==> src/core/mab_pkg.sv <==
`default_nettype none
package mab_pkg;
    localparam int MAB_AW = 12;
    localparam int MAB_DW = 32;
    // Register byte offsets on the APB side
    localparam logic [11:0] MAB_OFF_INSTR = 12'h000;
    localparam logic [11:0] MAB_OFF_AREG = 12'h004;
    localparam logic [11:0] MAB_OFF_CTRL = 12'h008;
    localparam logic [11:0] MAB_OFF_STAT = 12'h00C;
    localparam logic [11:0] MAB_OFF_IC = 12'h010;
    localparam logic [11:0] MAB_OFF_LS = 12'h100;
    localparam int MAB_LS_WORDS = 32;
    // Control-store word layout, bit 15 is the MSB of the 16-bit word
    localparam int MAB_OP_HI = 15;
    localparam int MAB_OP_LO = 12;
    localparam int MAB_MOD_BIT = 12;
    localparam int MAB_F1_HI = 11;
    localparam int MAB_F1_LO = 8;
    localparam int MAB_F2_HI = 7;
    localparam int MAB_F2_LO = 0;
    localparam int MAB_PAR_HI = 17;
    localparam int MAB_PAR_LO = 16;
    // Control and status field positions
    localparam int MAB_CTRL_HALF = 0;
    localparam int MAB_CTRL_DUAL = 1;
    localparam int MAB_CTRL_ALT = 2;
    localparam int MAB_ST_ZERO = 8;
    localparam int MAB_ST_CARRY = 9;
    localparam int MAB_ST_HPERR = 10;
    localparam int MAB_ST_LPERR = 11;
    localparam int MAB_ST_TAKEN = 12;
    localparam int MAB_IC_W = 12;
    localparam int MAB_LA_LO = 16;
    // Branch condition indices ({bit 3, field 1})
    localparam logic [4:0] MAB_C_ZERO = 5'h00;
    localparam logic [4:0] MAB_C_NOCARRY = 5'h01;
    localparam logic [4:0] MAB_C_HWERR = 5'h02;
    localparam logic [4:0] MAB_C_FEAT = 5'h03;
    localparam logic [4:0] MAB_C_DFLCHK = 5'h07;
    localparam logic [4:0] MAB_C_ADRTAG = 5'h08;
    localparam logic [4:0] MAB_C_CMDTAG = 5'h09;
    localparam logic [4:0] MAB_C_DBIT0 = 5'h10;
    localparam logic [4:0] MAB_C_DBIT7 = 5'h17;
    localparam logic [4:0] MAB_C_OPTAG = 5'h18;
    localparam logic [3:0] MAB_FEAT_PAGE = 4'h4;
    localparam logic [17:0] MAB_INSTR_RST = 18'h00000;
    localparam logic [11:0] MAB_IC_RST = 12'h000;

    typedef enum logic [3:0] {
        MAB_OP_BOC = 4'h2, MAB_OP_BOC_X = 4'h3, MAB_OP_OR = 4'h8, MAB_OP_OR_T = 4'h9,
        MAB_OP_ADD = 4'hA, MAB_OP_ADD_T = 4'hB, MAB_OP_AND = 4'hC, MAB_OP_AND_T = 4'hD,
        MAB_OP_XOR = 4'hE, MAB_OP_XOR_T = 4'hF
    } mab_op_t;

    typedef enum logic [2:0] {
        MAB_R_NONE = 3'b000, MAB_R_INSTR = 3'b001, MAB_R_AREG = 3'b010, MAB_R_CTRL = 3'b011,
        MAB_R_STAT = 3'b100, MAB_R_IC = 3'b101, MAB_R_LS = 3'b110
    } mab_reg_t;

    typedef struct packed {
        logic partner_hw_error_cond;
        logic dataflow_check_cond;
        logic address_tag_out_cond;
        logic command_tag_out_a;
        logic command_tag_out_b;
        logic operation_tag_in_cond;
        logic [31:0] misc_cond;
    } mab_cond_t;

    // Returns {carry, result}; only the add can carry
    function automatic logic [8:0] mab_alu(input logic [3:0] op, input logic [7:0] a, input logic [7:0] b);
        logic [8:0] r;
        r = 9'h000;
        case (op[3:1])
            3'b101: r = {1'b0, a} + {1'b0, b};
            3'b110: r = {1'b0, a & b};
            3'b100: r = {1'b0, a | b};
            3'b111: r = {1'b0, a ^ b};
            default: r = 9'h000;
        endcase
        return r;
    endfunction
endpackage
`default_nettype wire

==> src/core/mab_exec.sv <==
// Overview of operation
// [RULE1] B bus is local store byte from field one
// [RULE2] A bus is A register ORed with field two
// [RULE3] Opcodes A and B add A and B buses
// [RULE4] Opcodes C and D AND the buses
// [RULE5] Opcodes 8 and 9 OR the buses
// [RULE6] Opcodes E and F exclusive-OR the buses
// [RULE7] Storing forms write D bus into addressed byte
// [RULE8] Test-only odd opcodes leave local store unchanged
// [RULE9] Local store gate opens only when bit 3 clear
// [RULE10] D bus result held until next ALU operation
// [RULE11] A register cleared after every ALU operation
// [RULE12] ALU cycle steps counter and lookahead latches
// [RULE13] Parity sampled on both control word bytes
// [RULE14] Opcodes 2 and 3 are conditional branch
// [RULE15] Field one with bit 3 picks condition
// [RULE16] Met condition loads field two into low byte
// [RULE17] Branch leaves A register unchanged
// [RULE18] Installed feature branch succeeds, forces page four
// [RULE19] Code 20 zero result, 21 no carry
// [RULE20] Codes 30-37 test D bits 0-7
// [RULE21] Code 22 tests partner hardware error
// [RULE22] Codes 28, 29, 38 sense channel tags
// [RULE23] Storing opcodes have bit 3 zero
// [RULE24] Zero and carry held from last result
`timescale 1ns/1ps
`default_nettype none
module mab_exec
    import mab_pkg::*;
(
    input wire logic clk_i,
    input wire logic reset_i,
    input wire logic psel_i,
    input wire logic penable_i,
    input wire logic pwrite_i,
    input wire logic [MAB_AW-1:0] paddr_i,
    input wire logic [MAB_DW-1:0] pwdata_i,
    output logic [MAB_DW-1:0] prdata_o,
    output logic pready_o,
    output logic pslverr_o,
    input wire mab_cond_t cond_i,
    output logic [7:0] d_bus_o,
    output logic [MAB_IC_W-1:0] instruction_sequence_counter_o,
    output logic branch_taken_o,
    output logic parity_error_o
);
    logic pready_ff;
    logic pslverr_ff;
    logic [MAB_DW-1:0] prdata_ff;
    logic [17:0] control_store_word_ff;
    logic exec_ff;
    logic [7:0] a_reg_ff;
    logic [7:0] d_ff;
    logic zero_ff;
    logic carry_ff;
    logic half_select_latch_ff;
    logic dual_channel_feature_flag_ff;
    logic alt_recording_feature_flag_ff;
    logic hi_perr_ff;
    logic lo_perr_ff;
    logic taken_ff;
    logic [MAB_IC_W-1:0] ic_ff;
    logic [MAB_IC_W-1:0] lookahead_ff;
    logic [7:0] local_store_byte_ff [MAB_LS_WORDS];
    mab_cond_t cond_s1_ff;
    mab_cond_t cond_s2_ff;

    logic access;
    logic done_wr;
    mab_reg_t sel;
    logic [4:0] ls_idx;
    logic [3:0] op;
    logic [7:0] field2;
    logic [4:0] ls_addr;
    logic [7:0] b_bus;
    logic [7:0] a_bus;
    logic [8:0] alu_out;
    logic is_alu;
    logic is_boc;
    logic store_gate;
    logic [4:0] cond_idx;
    logic cond_met;
    logic feat_hit;
    logic [MAB_IC_W-1:0] ic_inc;

    function automatic mab_reg_t reg_decode(input logic [MAB_AW-1:0] a);
        mab_reg_t r;
        r = MAB_R_NONE;
        if (a[1:0] != 2'b00) begin
            r = MAB_R_NONE;
        end else if (a >= MAB_OFF_LS && a < MAB_OFF_LS + 12'(4 * MAB_LS_WORDS)) begin
            r = MAB_R_LS;
        end else begin
            case (a)
                MAB_OFF_INSTR: r = MAB_R_INSTR;
                MAB_OFF_AREG: r = MAB_R_AREG;
                MAB_OFF_CTRL: r = MAB_R_CTRL;
                MAB_OFF_STAT: r = MAB_R_STAT;
                MAB_OFF_IC: r = MAB_R_IC;
                default: r = MAB_R_NONE;
            endcase
        end
        return r;
    endfunction

    // Wait state of one cycle keeps prdata and pready both from flops
    assign access = psel_i & penable_i & ~pready_ff;
    assign done_wr = psel_i & penable_i & pready_ff & pwrite_i;
    assign sel = reg_decode(paddr_i);
    assign ls_idx = paddr_i[6:2];

    assign op = control_store_word_ff[MAB_OP_HI:MAB_OP_LO];
    assign field2 = control_store_word_ff[MAB_F2_HI:MAB_F2_LO];
    assign ls_addr = {half_select_latch_ff, control_store_word_ff[MAB_F1_HI:MAB_F1_LO]};
    assign b_bus = local_store_byte_ff[ls_addr]; // [RULE1]
    assign a_bus = a_reg_ff | field2; // [RULE2]
    assign alu_out = mab_alu(op, a_bus, b_bus); // [RULE3] [RULE4] [RULE5] [RULE6]
    assign is_alu = exec_ff & op[3];
    assign is_boc = exec_ff & ({op[3:1], 1'b0} == MAB_OP_BOC); // [RULE14]
    assign store_gate = is_alu & ~control_store_word_ff[MAB_MOD_BIT]; // [RULE9] [RULE23]
    assign cond_idx = {control_store_word_ff[MAB_MOD_BIT], control_store_word_ff[MAB_F1_HI:MAB_F1_LO]}; // [RULE15]
    assign ic_inc = ic_ff + 12'h001;
    assign feat_hit = (cond_idx == MAB_C_FEAT) & (dual_channel_feature_flag_ff | alt_recording_feature_flag_ff);

    always_comb begin
        cond_met = cond_s2_ff.misc_cond[cond_idx];
        if (cond_idx >= MAB_C_DBIT0 && cond_idx <= MAB_C_DBIT7) begin
            cond_met = d_ff[3'h7 - cond_idx[2:0]]; // [RULE20]
        end else begin
            case (cond_idx)
                MAB_C_ZERO: cond_met = zero_ff; // [RULE19]
                MAB_C_NOCARRY: cond_met = ~carry_ff; // [RULE19]
                MAB_C_HWERR: cond_met = cond_s2_ff.partner_hw_error_cond; // [RULE21]
                MAB_C_FEAT: cond_met = feat_hit; // [RULE18]
                MAB_C_DFLCHK: cond_met = cond_s2_ff.dataflow_check_cond;
                MAB_C_ADRTAG: cond_met = cond_s2_ff.address_tag_out_cond; // [RULE22]
                MAB_C_CMDTAG: cond_met = cond_s2_ff.command_tag_out_a | cond_s2_ff.command_tag_out_b; // [RULE22]
                MAB_C_OPTAG: cond_met = cond_s2_ff.operation_tag_in_cond; // [RULE22]
                default: cond_met = cond_s2_ff.misc_cond[cond_idx];
            endcase
        end
    end

    // Condition lines come from other clock domains
    always_ff @(posedge clk_i or posedge reset_i) begin
        if (reset_i) begin
            cond_s1_ff <= '0;
            cond_s2_ff <= '0;
        end else begin
            cond_s1_ff <= cond_i;
            cond_s2_ff <= cond_s1_ff;
        end
    end

    always_ff @(posedge clk_i or posedge reset_i) begin
        if (reset_i) begin
            pready_ff <= 1'b0;
            pslverr_ff <= 1'b0;
            prdata_ff <= 32'h00000000;
        end else begin
            pready_ff <= access;
            pslverr_ff <= access & (sel == MAB_R_NONE);
            if (access && !pwrite_i) begin
                case (sel)
                    MAB_R_INSTR: prdata_ff <= {14'h0000, control_store_word_ff};
                    MAB_R_AREG: prdata_ff <= {24'h000000, a_reg_ff};
                    MAB_R_CTRL: prdata_ff <= {29'h00000000, alt_recording_feature_flag_ff,
                                              dual_channel_feature_flag_ff, half_select_latch_ff};
                    MAB_R_STAT: prdata_ff <= {19'h00000, taken_ff, lo_perr_ff, hi_perr_ff, carry_ff, zero_ff, d_ff};
                    MAB_R_IC: prdata_ff <= {4'h0, lookahead_ff, 4'h0, ic_ff};
                    MAB_R_LS: prdata_ff <= {24'h000000, local_store_byte_ff[ls_idx]};
                    default: prdata_ff <= 32'h00000000;
                endcase
            end
        end
    end

    // A write to the instruction register issues it on the following cycle
    always_ff @(posedge clk_i or posedge reset_i) begin
        if (reset_i) begin
            control_store_word_ff <= MAB_INSTR_RST;
            exec_ff <= 1'b0;
        end else begin
            exec_ff <= done_wr & (sel == MAB_R_INSTR);
            if (done_wr && sel == MAB_R_INSTR) begin
                control_store_word_ff <= pwdata_i[17:0];
            end
        end
    end

    always_ff @(posedge clk_i or posedge reset_i) begin
        if (reset_i) begin
            half_select_latch_ff <= 1'b0;
            dual_channel_feature_flag_ff <= 1'b0;
            alt_recording_feature_flag_ff <= 1'b0;
        end else if (done_wr && sel == MAB_R_CTRL) begin
            half_select_latch_ff <= pwdata_i[MAB_CTRL_HALF];
            dual_channel_feature_flag_ff <= pwdata_i[MAB_CTRL_DUAL];
            alt_recording_feature_flag_ff <= pwdata_i[MAB_CTRL_ALT];
        end
    end

    always_ff @(posedge clk_i or posedge reset_i) begin
        if (reset_i) begin
            a_reg_ff <= 8'h00;
        end else if (is_alu) begin // [RULE17] of executed instructions only ALU operations touch A
            a_reg_ff <= 8'h00; // [RULE11]
        end else if (done_wr && sel == MAB_R_AREG) begin
            a_reg_ff <= pwdata_i[7:0];
        end
    end

    // Branches and idle cycles leave D, zero and carry as they were
    always_ff @(posedge clk_i or posedge reset_i) begin
        if (reset_i) begin
            d_ff <= 8'h00;
            zero_ff <= 1'b0;
            carry_ff <= 1'b0;
        end else if (is_alu) begin
            d_ff <= alu_out[7:0]; // [RULE10]
            zero_ff <= (alu_out[7:0] == 8'h00); // [RULE24]
            carry_ff <= alu_out[8]; // [RULE24]
        end
    end

    always_ff @(posedge clk_i) begin
        if (store_gate) begin
            local_store_byte_ff[ls_addr] <= alu_out[7:0]; // [RULE7] [RULE8]
        end else if (done_wr && sel == MAB_R_LS) begin
            local_store_byte_ff[ls_idx] <= pwdata_i[7:0];
        end
    end

    // Odd parity per byte; the set wins over a same-cycle clear
    always_ff @(posedge clk_i or posedge reset_i) begin
        if (reset_i) begin
            hi_perr_ff <= 1'b0;
            lo_perr_ff <= 1'b0;
        end else begin
            if (exec_ff && !(^{control_store_word_ff[MAB_PAR_HI], control_store_word_ff[15:8]})) begin
                hi_perr_ff <= 1'b1; // [RULE13]
            end else if (done_wr && sel == MAB_R_STAT && pwdata_i[MAB_ST_HPERR]) begin
                hi_perr_ff <= 1'b0;
            end
            if (exec_ff && !(^{control_store_word_ff[MAB_PAR_LO], control_store_word_ff[7:0]})) begin
                lo_perr_ff <= 1'b1; // [RULE13]
            end else if (done_wr && sel == MAB_R_STAT && pwdata_i[MAB_ST_LPERR]) begin
                lo_perr_ff <= 1'b0;
            end
        end
    end

    always_ff @(posedge clk_i or posedge reset_i) begin
        if (reset_i) begin
            ic_ff <= MAB_IC_RST;
            lookahead_ff <= MAB_IC_RST;
            taken_ff <= 1'b0;
        end else if (exec_ff) begin
            taken_ff <= is_boc & cond_met;
            lookahead_ff <= ic_inc; // [RULE12]
            if (is_boc && cond_met) begin
                ic_ff[7:0] <= field2; // [RULE16]
                if (feat_hit) begin
                    ic_ff[MAB_IC_W-1:8] <= MAB_FEAT_PAGE; // [RULE18]
                end
            end else begin
                ic_ff <= ic_inc; // [RULE12]
            end
        end else if (done_wr && sel == MAB_R_IC) begin
            ic_ff <= pwdata_i[MAB_IC_W-1:0];
        end
    end

    assign prdata_o = prdata_ff;
    assign pready_o = pready_ff;
    assign pslverr_o = pslverr_ff;
    assign d_bus_o = d_ff;
    assign instruction_sequence_counter_o = ic_ff;
    assign branch_taken_o = taken_ff;
    assign parity_error_o = hi_perr_ff | lo_perr_ff;
endmodule // mab_exec
`default_nettype wire

==> config.mk <==
export PLATFORM = sky130hd
export DESIGN_NAME = mab_exec
export DESIGN_NICKNAME = d
export VERILOG_FILES = /design/src/core/mab_pkg.sv /design/src/core/mab_exec.sv
export SDC_FILE = /design/constraint.sdc
export NUM_CORES = 1
export LEC_CHECK = 0
export BUFFER_PORTS_ARGS = -buffer_cell sky130_fd_sc_hd__clkbuf_2
export CORE_MARGIN = 2
export CORE_UTILIZATION = 45
export CTS_CLUSTER_SIZE = 40
export DETAILED_ROUTE_END_ITERATION = 8
export PLACE_DENSITY_LB_ADDON = 0.25
export SKIP_LAST_GASP = 1
export SLEW_MARGIN = 20
export SYNTH_ARGS = -nofsm -noshare
export SYNTH_HDL_FRONTEND = slang
export SYNTH_SLANG_ARGS = --single-unit
==> constraint.sdc <==
create_clock -name clk_i -period 9.2 [get_ports clk_i]
set_input_delay 1.84 -clock clk_i [delete_from_list [all_inputs] [get_ports clk_i]]
set_output_delay 1.84 -clock clk_i [all_outputs]
set_load 0.05 [all_outputs]
==> results.py <==
metrics = {
    "synth": {
        "synth_cell_types": 70,
        "synth.largest_area_cell": "edfxtp_1",
        "synth_seq_cells": 429,
        "synth.most_common_cell": "edfxtp_1",
        "synthTopCellsByCount": "edfxtp_1, dfrtp_1, mux4_2",
        "async_flop_share_pct": 40.33,
        "yosys-top-cells-area": "edfxtp_1, dfrtp_1, mux4_2, mux2_2, nand2_1",
        "synthesis.area_sq_mm": 0.02010,
        "syn_area_per_cell_sq_um": 15.61,
        "synth_ff_type": "edfxtp_1",
        "netlist.area_leader.share_pct": 38.24,
        "synthCells": 1288,
        "ys_warn_count": 0,
        "synth_edf_count": 256,
        "seq_area_frac_synth_pct": 59.78,
    },
    "cells_and_area": {
        "syn_to_final_growth_pct": 13.80,
        "drive_gt1_share_pct": 32.01,
        "finalNonFillerCells": 2026,
        "final_nets": 1514,
        "n_antenna_cell": 0,
        "postLayoutCellArea_sq_mm": 0.02288,
    },
    "sta": {
        "slew_viol_final": 0,
        "skew_ns": 0.02703,
        "fin_crit_sh_pct": 62.06,
        "tns_ns": 0,
        "finalHoldViolations": 0,
        "worstMarginPinSlew_ns": 1.056,
        "rsz0062_at_grt": "no",
        "period_needed_ns": 5.709,
        "setup_viol": 0,
        "fmax_mhz": 175.2,
        "relSlewSlack_pct": 29.36,
    },
    "critical_path": {
        "path_class": "flop to flop",
        "r2r_start": "control_store_word_ff[9]",
        "required_ns": 9.48,
        "rr_worst_depth": 11,
        "crit_fanout": 45,
        "crit_arrival_ns": 5.99,
        "r2r_setup_slack_ns": 3.49,
        "cp-start-kind": "flop",
        "r2r_end": "local_store_byte_ff[7][5]",
        "cp-end-kind": "flop",
    },
    "route": {
        "detail-route-antenna-nets": 0,
        "wl_per_cell_microns": 25.99,
        "drt-vias-per-instance": 6.083,
        "drc": 0,
        "num_vias": 12330,
        "drt_iter0_drc": 1366,
        "wl_mm": 52.66,
        "dr.pass1.iters": 5,
    },
    "global_route": {
        "grt_pass1_wl_mm": 79.66,
        "grt_pass1_vias": 12260,
        "antenna_found_initial": 0,
        "grtUsageTotal_pct": 23.18,
        "grt_max_degree": 106,
        "overflow": 0,
    },
    "clock_network": {
        "clk_latency_ns": 0.60,
        "clkSinkCount": 429,
        "cts_resized": 0,
        "hold_buffers": 0,
        "htree_levels": 2,
        "cts_buffer_depth": 3,
        "cts_root_buf": "clkbuf_16",
        "numCtsBuffers": 45,
        "postCtsSetupBuffers": 0,
        "cts_tree": "yes",
        "path_clk_slew_ns": 0.06,
    },
    "run_status": {
        "outcome": "completed",
    },
    "hold_path": {
        "hold_end": "cond_s2_ff[28]",
        "hold_class": "flop to flop",
        "min_path_cells": 0,
        "hp-start": "cond_s1_ff[28]",
    },
    "pwr": {
        "power_per_cell_area_mw_per_mm2": 179.2,
        "ir_drop_mv": 0.1620,
        "p_leak_nw": 8.979,
    },
    "die": {
        "io_pins": 143,
        "dieArea_sq_mm": 0.04638,
        "dieWidth_microns": 215.4,
        "start_util_pct": 45.56,
        "die_h_microns": 215.4,
        "core_area_sq_mm": 0.04412,
        "rows": 77,
    },
    "placed_design": {
        "gp_congestion": 0.8775,
        "hpwl_mm": 34.89,
        "io_buffer_count": 124,
        "dp.cells": 1946,
        "dpl_cell_area_sq_mm": 0.02133,
    },
    "flow_run": {
        "maxCapViolations": 0,
    },
}
==> cell usage in the layout, fill, tap and decap left out, types with 5 or more instances in the layout <==
master / count
nor3_1: 5
a222oi_1: 6
nor2b_1: 7
clkbuf_16: 49
a31oi_1: 13
nand2_1: 99
mux4_2: 166
clkbuf_1: 9
a221oi_1: 14
xnor2_1: 17
mux2_2: 37
edfxtp_1: 256
nor2_1: 90
inv_1: 36
and2_1: 14
a21oi_1: 25
ha_1: 25
nand3_1: 29
clkbuf_2: 122
o22ai_1: 5
nor4_1: 7
mux2_4: 9
and3_1: 6
or2_2: 9
a22oi_1: 12
buf_4: 26
mux2i_1: 32
o21ai_0: 19
nand2b_1: 5
dfrtp_1: 170
xor2_1: 10
a31o_2: 5
==> where the power goes <==
| group | internal [mW] | switching [mW] | leakage (nW) |
|---|---|---|---|
| clock | 1.12 | 0.771 | 0.758 |
| combinational | 0.0440 | 0.105 | 3.23 |
| sequential | 2.05 | 0.0118 | 5.00 |
| total | 3.21 | 0.887 | 8.98 |
==> state kept, by name, indices dropped and copies added (netlist names), 8 cells and up <==
register and cells:
instruction_sequence_counter_o 12, control_store_word_ff 18, cond_s2_ff 38, lookahead_ff 12, prdata_o 28, cond_s1_ff 38, d_bus_o 8, local_store_byte_ff 256
a_reg_ff 8
==> layer usage <==
metal	GRT usage, %	part of all wire [%]
met1	34.26	43
met2	35.61	47
met3	3.992	7.2
met4	6.667	2.6
met5	0	0
==> stage by stage <==
stage | utilization [%] | setup slack (ns) | hold slack [ns] | total power, mW
after detailed placement | 48.35 | 3.548 | 0.3347 | 2.252
final | 51.84 | 3.491 | 0.3470 | 4.100
after floorplan | - | 2.672 | 0.3312 | 2.199
after CTS | 51.84 | 3.523 | 0.3488 | 4.137
after global routing | 51.84 | 3.278 | 0.3549 | 4.224
after global placement | 48.34 | 3.619 | 0.3332 | 2.250
==> critical path, stage by stage, from the launching register on <==
cell and delay (ns):
dfrtp_4 0.88, buf_4 0.70, mux4_2 0.44, mux4_2 0.53, nand2_1 0.09, and2_1 0.23
ha_1 0.31, a21o_1 0.20, a221oi_1 0.53, mux2i_1 0.16, a221oi_1 0.53, mux2_2 0.74
==> area by class of cell <==
type	count	area, sq um
clock buffer	62	1315
tap	592	740.7
multi-input combinational	738	7610
clock inverter	18	226.5
fill	3700	21250
inverter	38	147.6
sequential	429	12030
timing repair buffer	149	810.8
==> cell families after synthesis <==
kind of cell,share of synthesized area (%)
AND/OR/NAND/NOR,6.897
flip-flops,59.78
adder cells (fa/ha/maj),1.656
multiplexers,22.94
other,0.01866
XOR/XNOR,1.176
buffers and inverters,2.533
AO/OA/AOI/OAI,5.004
==> how the worst max path moves through the flow <==
stage                                             to  cells after the start                     start
after floorplan                          a_reg_ff[0]                      1                   reset_i
after detailed placement  local_store_byte_ff[18][5]                     11  control_store_word_ff[9]
final                      local_store_byte_ff[7][5]                     11  control_store_word_ff[9]
after CTS                  local_store_byte_ff[6][5]                     11  control_store_word_ff[9]
after global placement    local_store_byte_ff[18][5]                     11  control_store_word_ff[9]
after global routing       local_store_byte_ff[4][5]                     11  control_store_word_ff[9]
(Power assumes the default switching activity.)
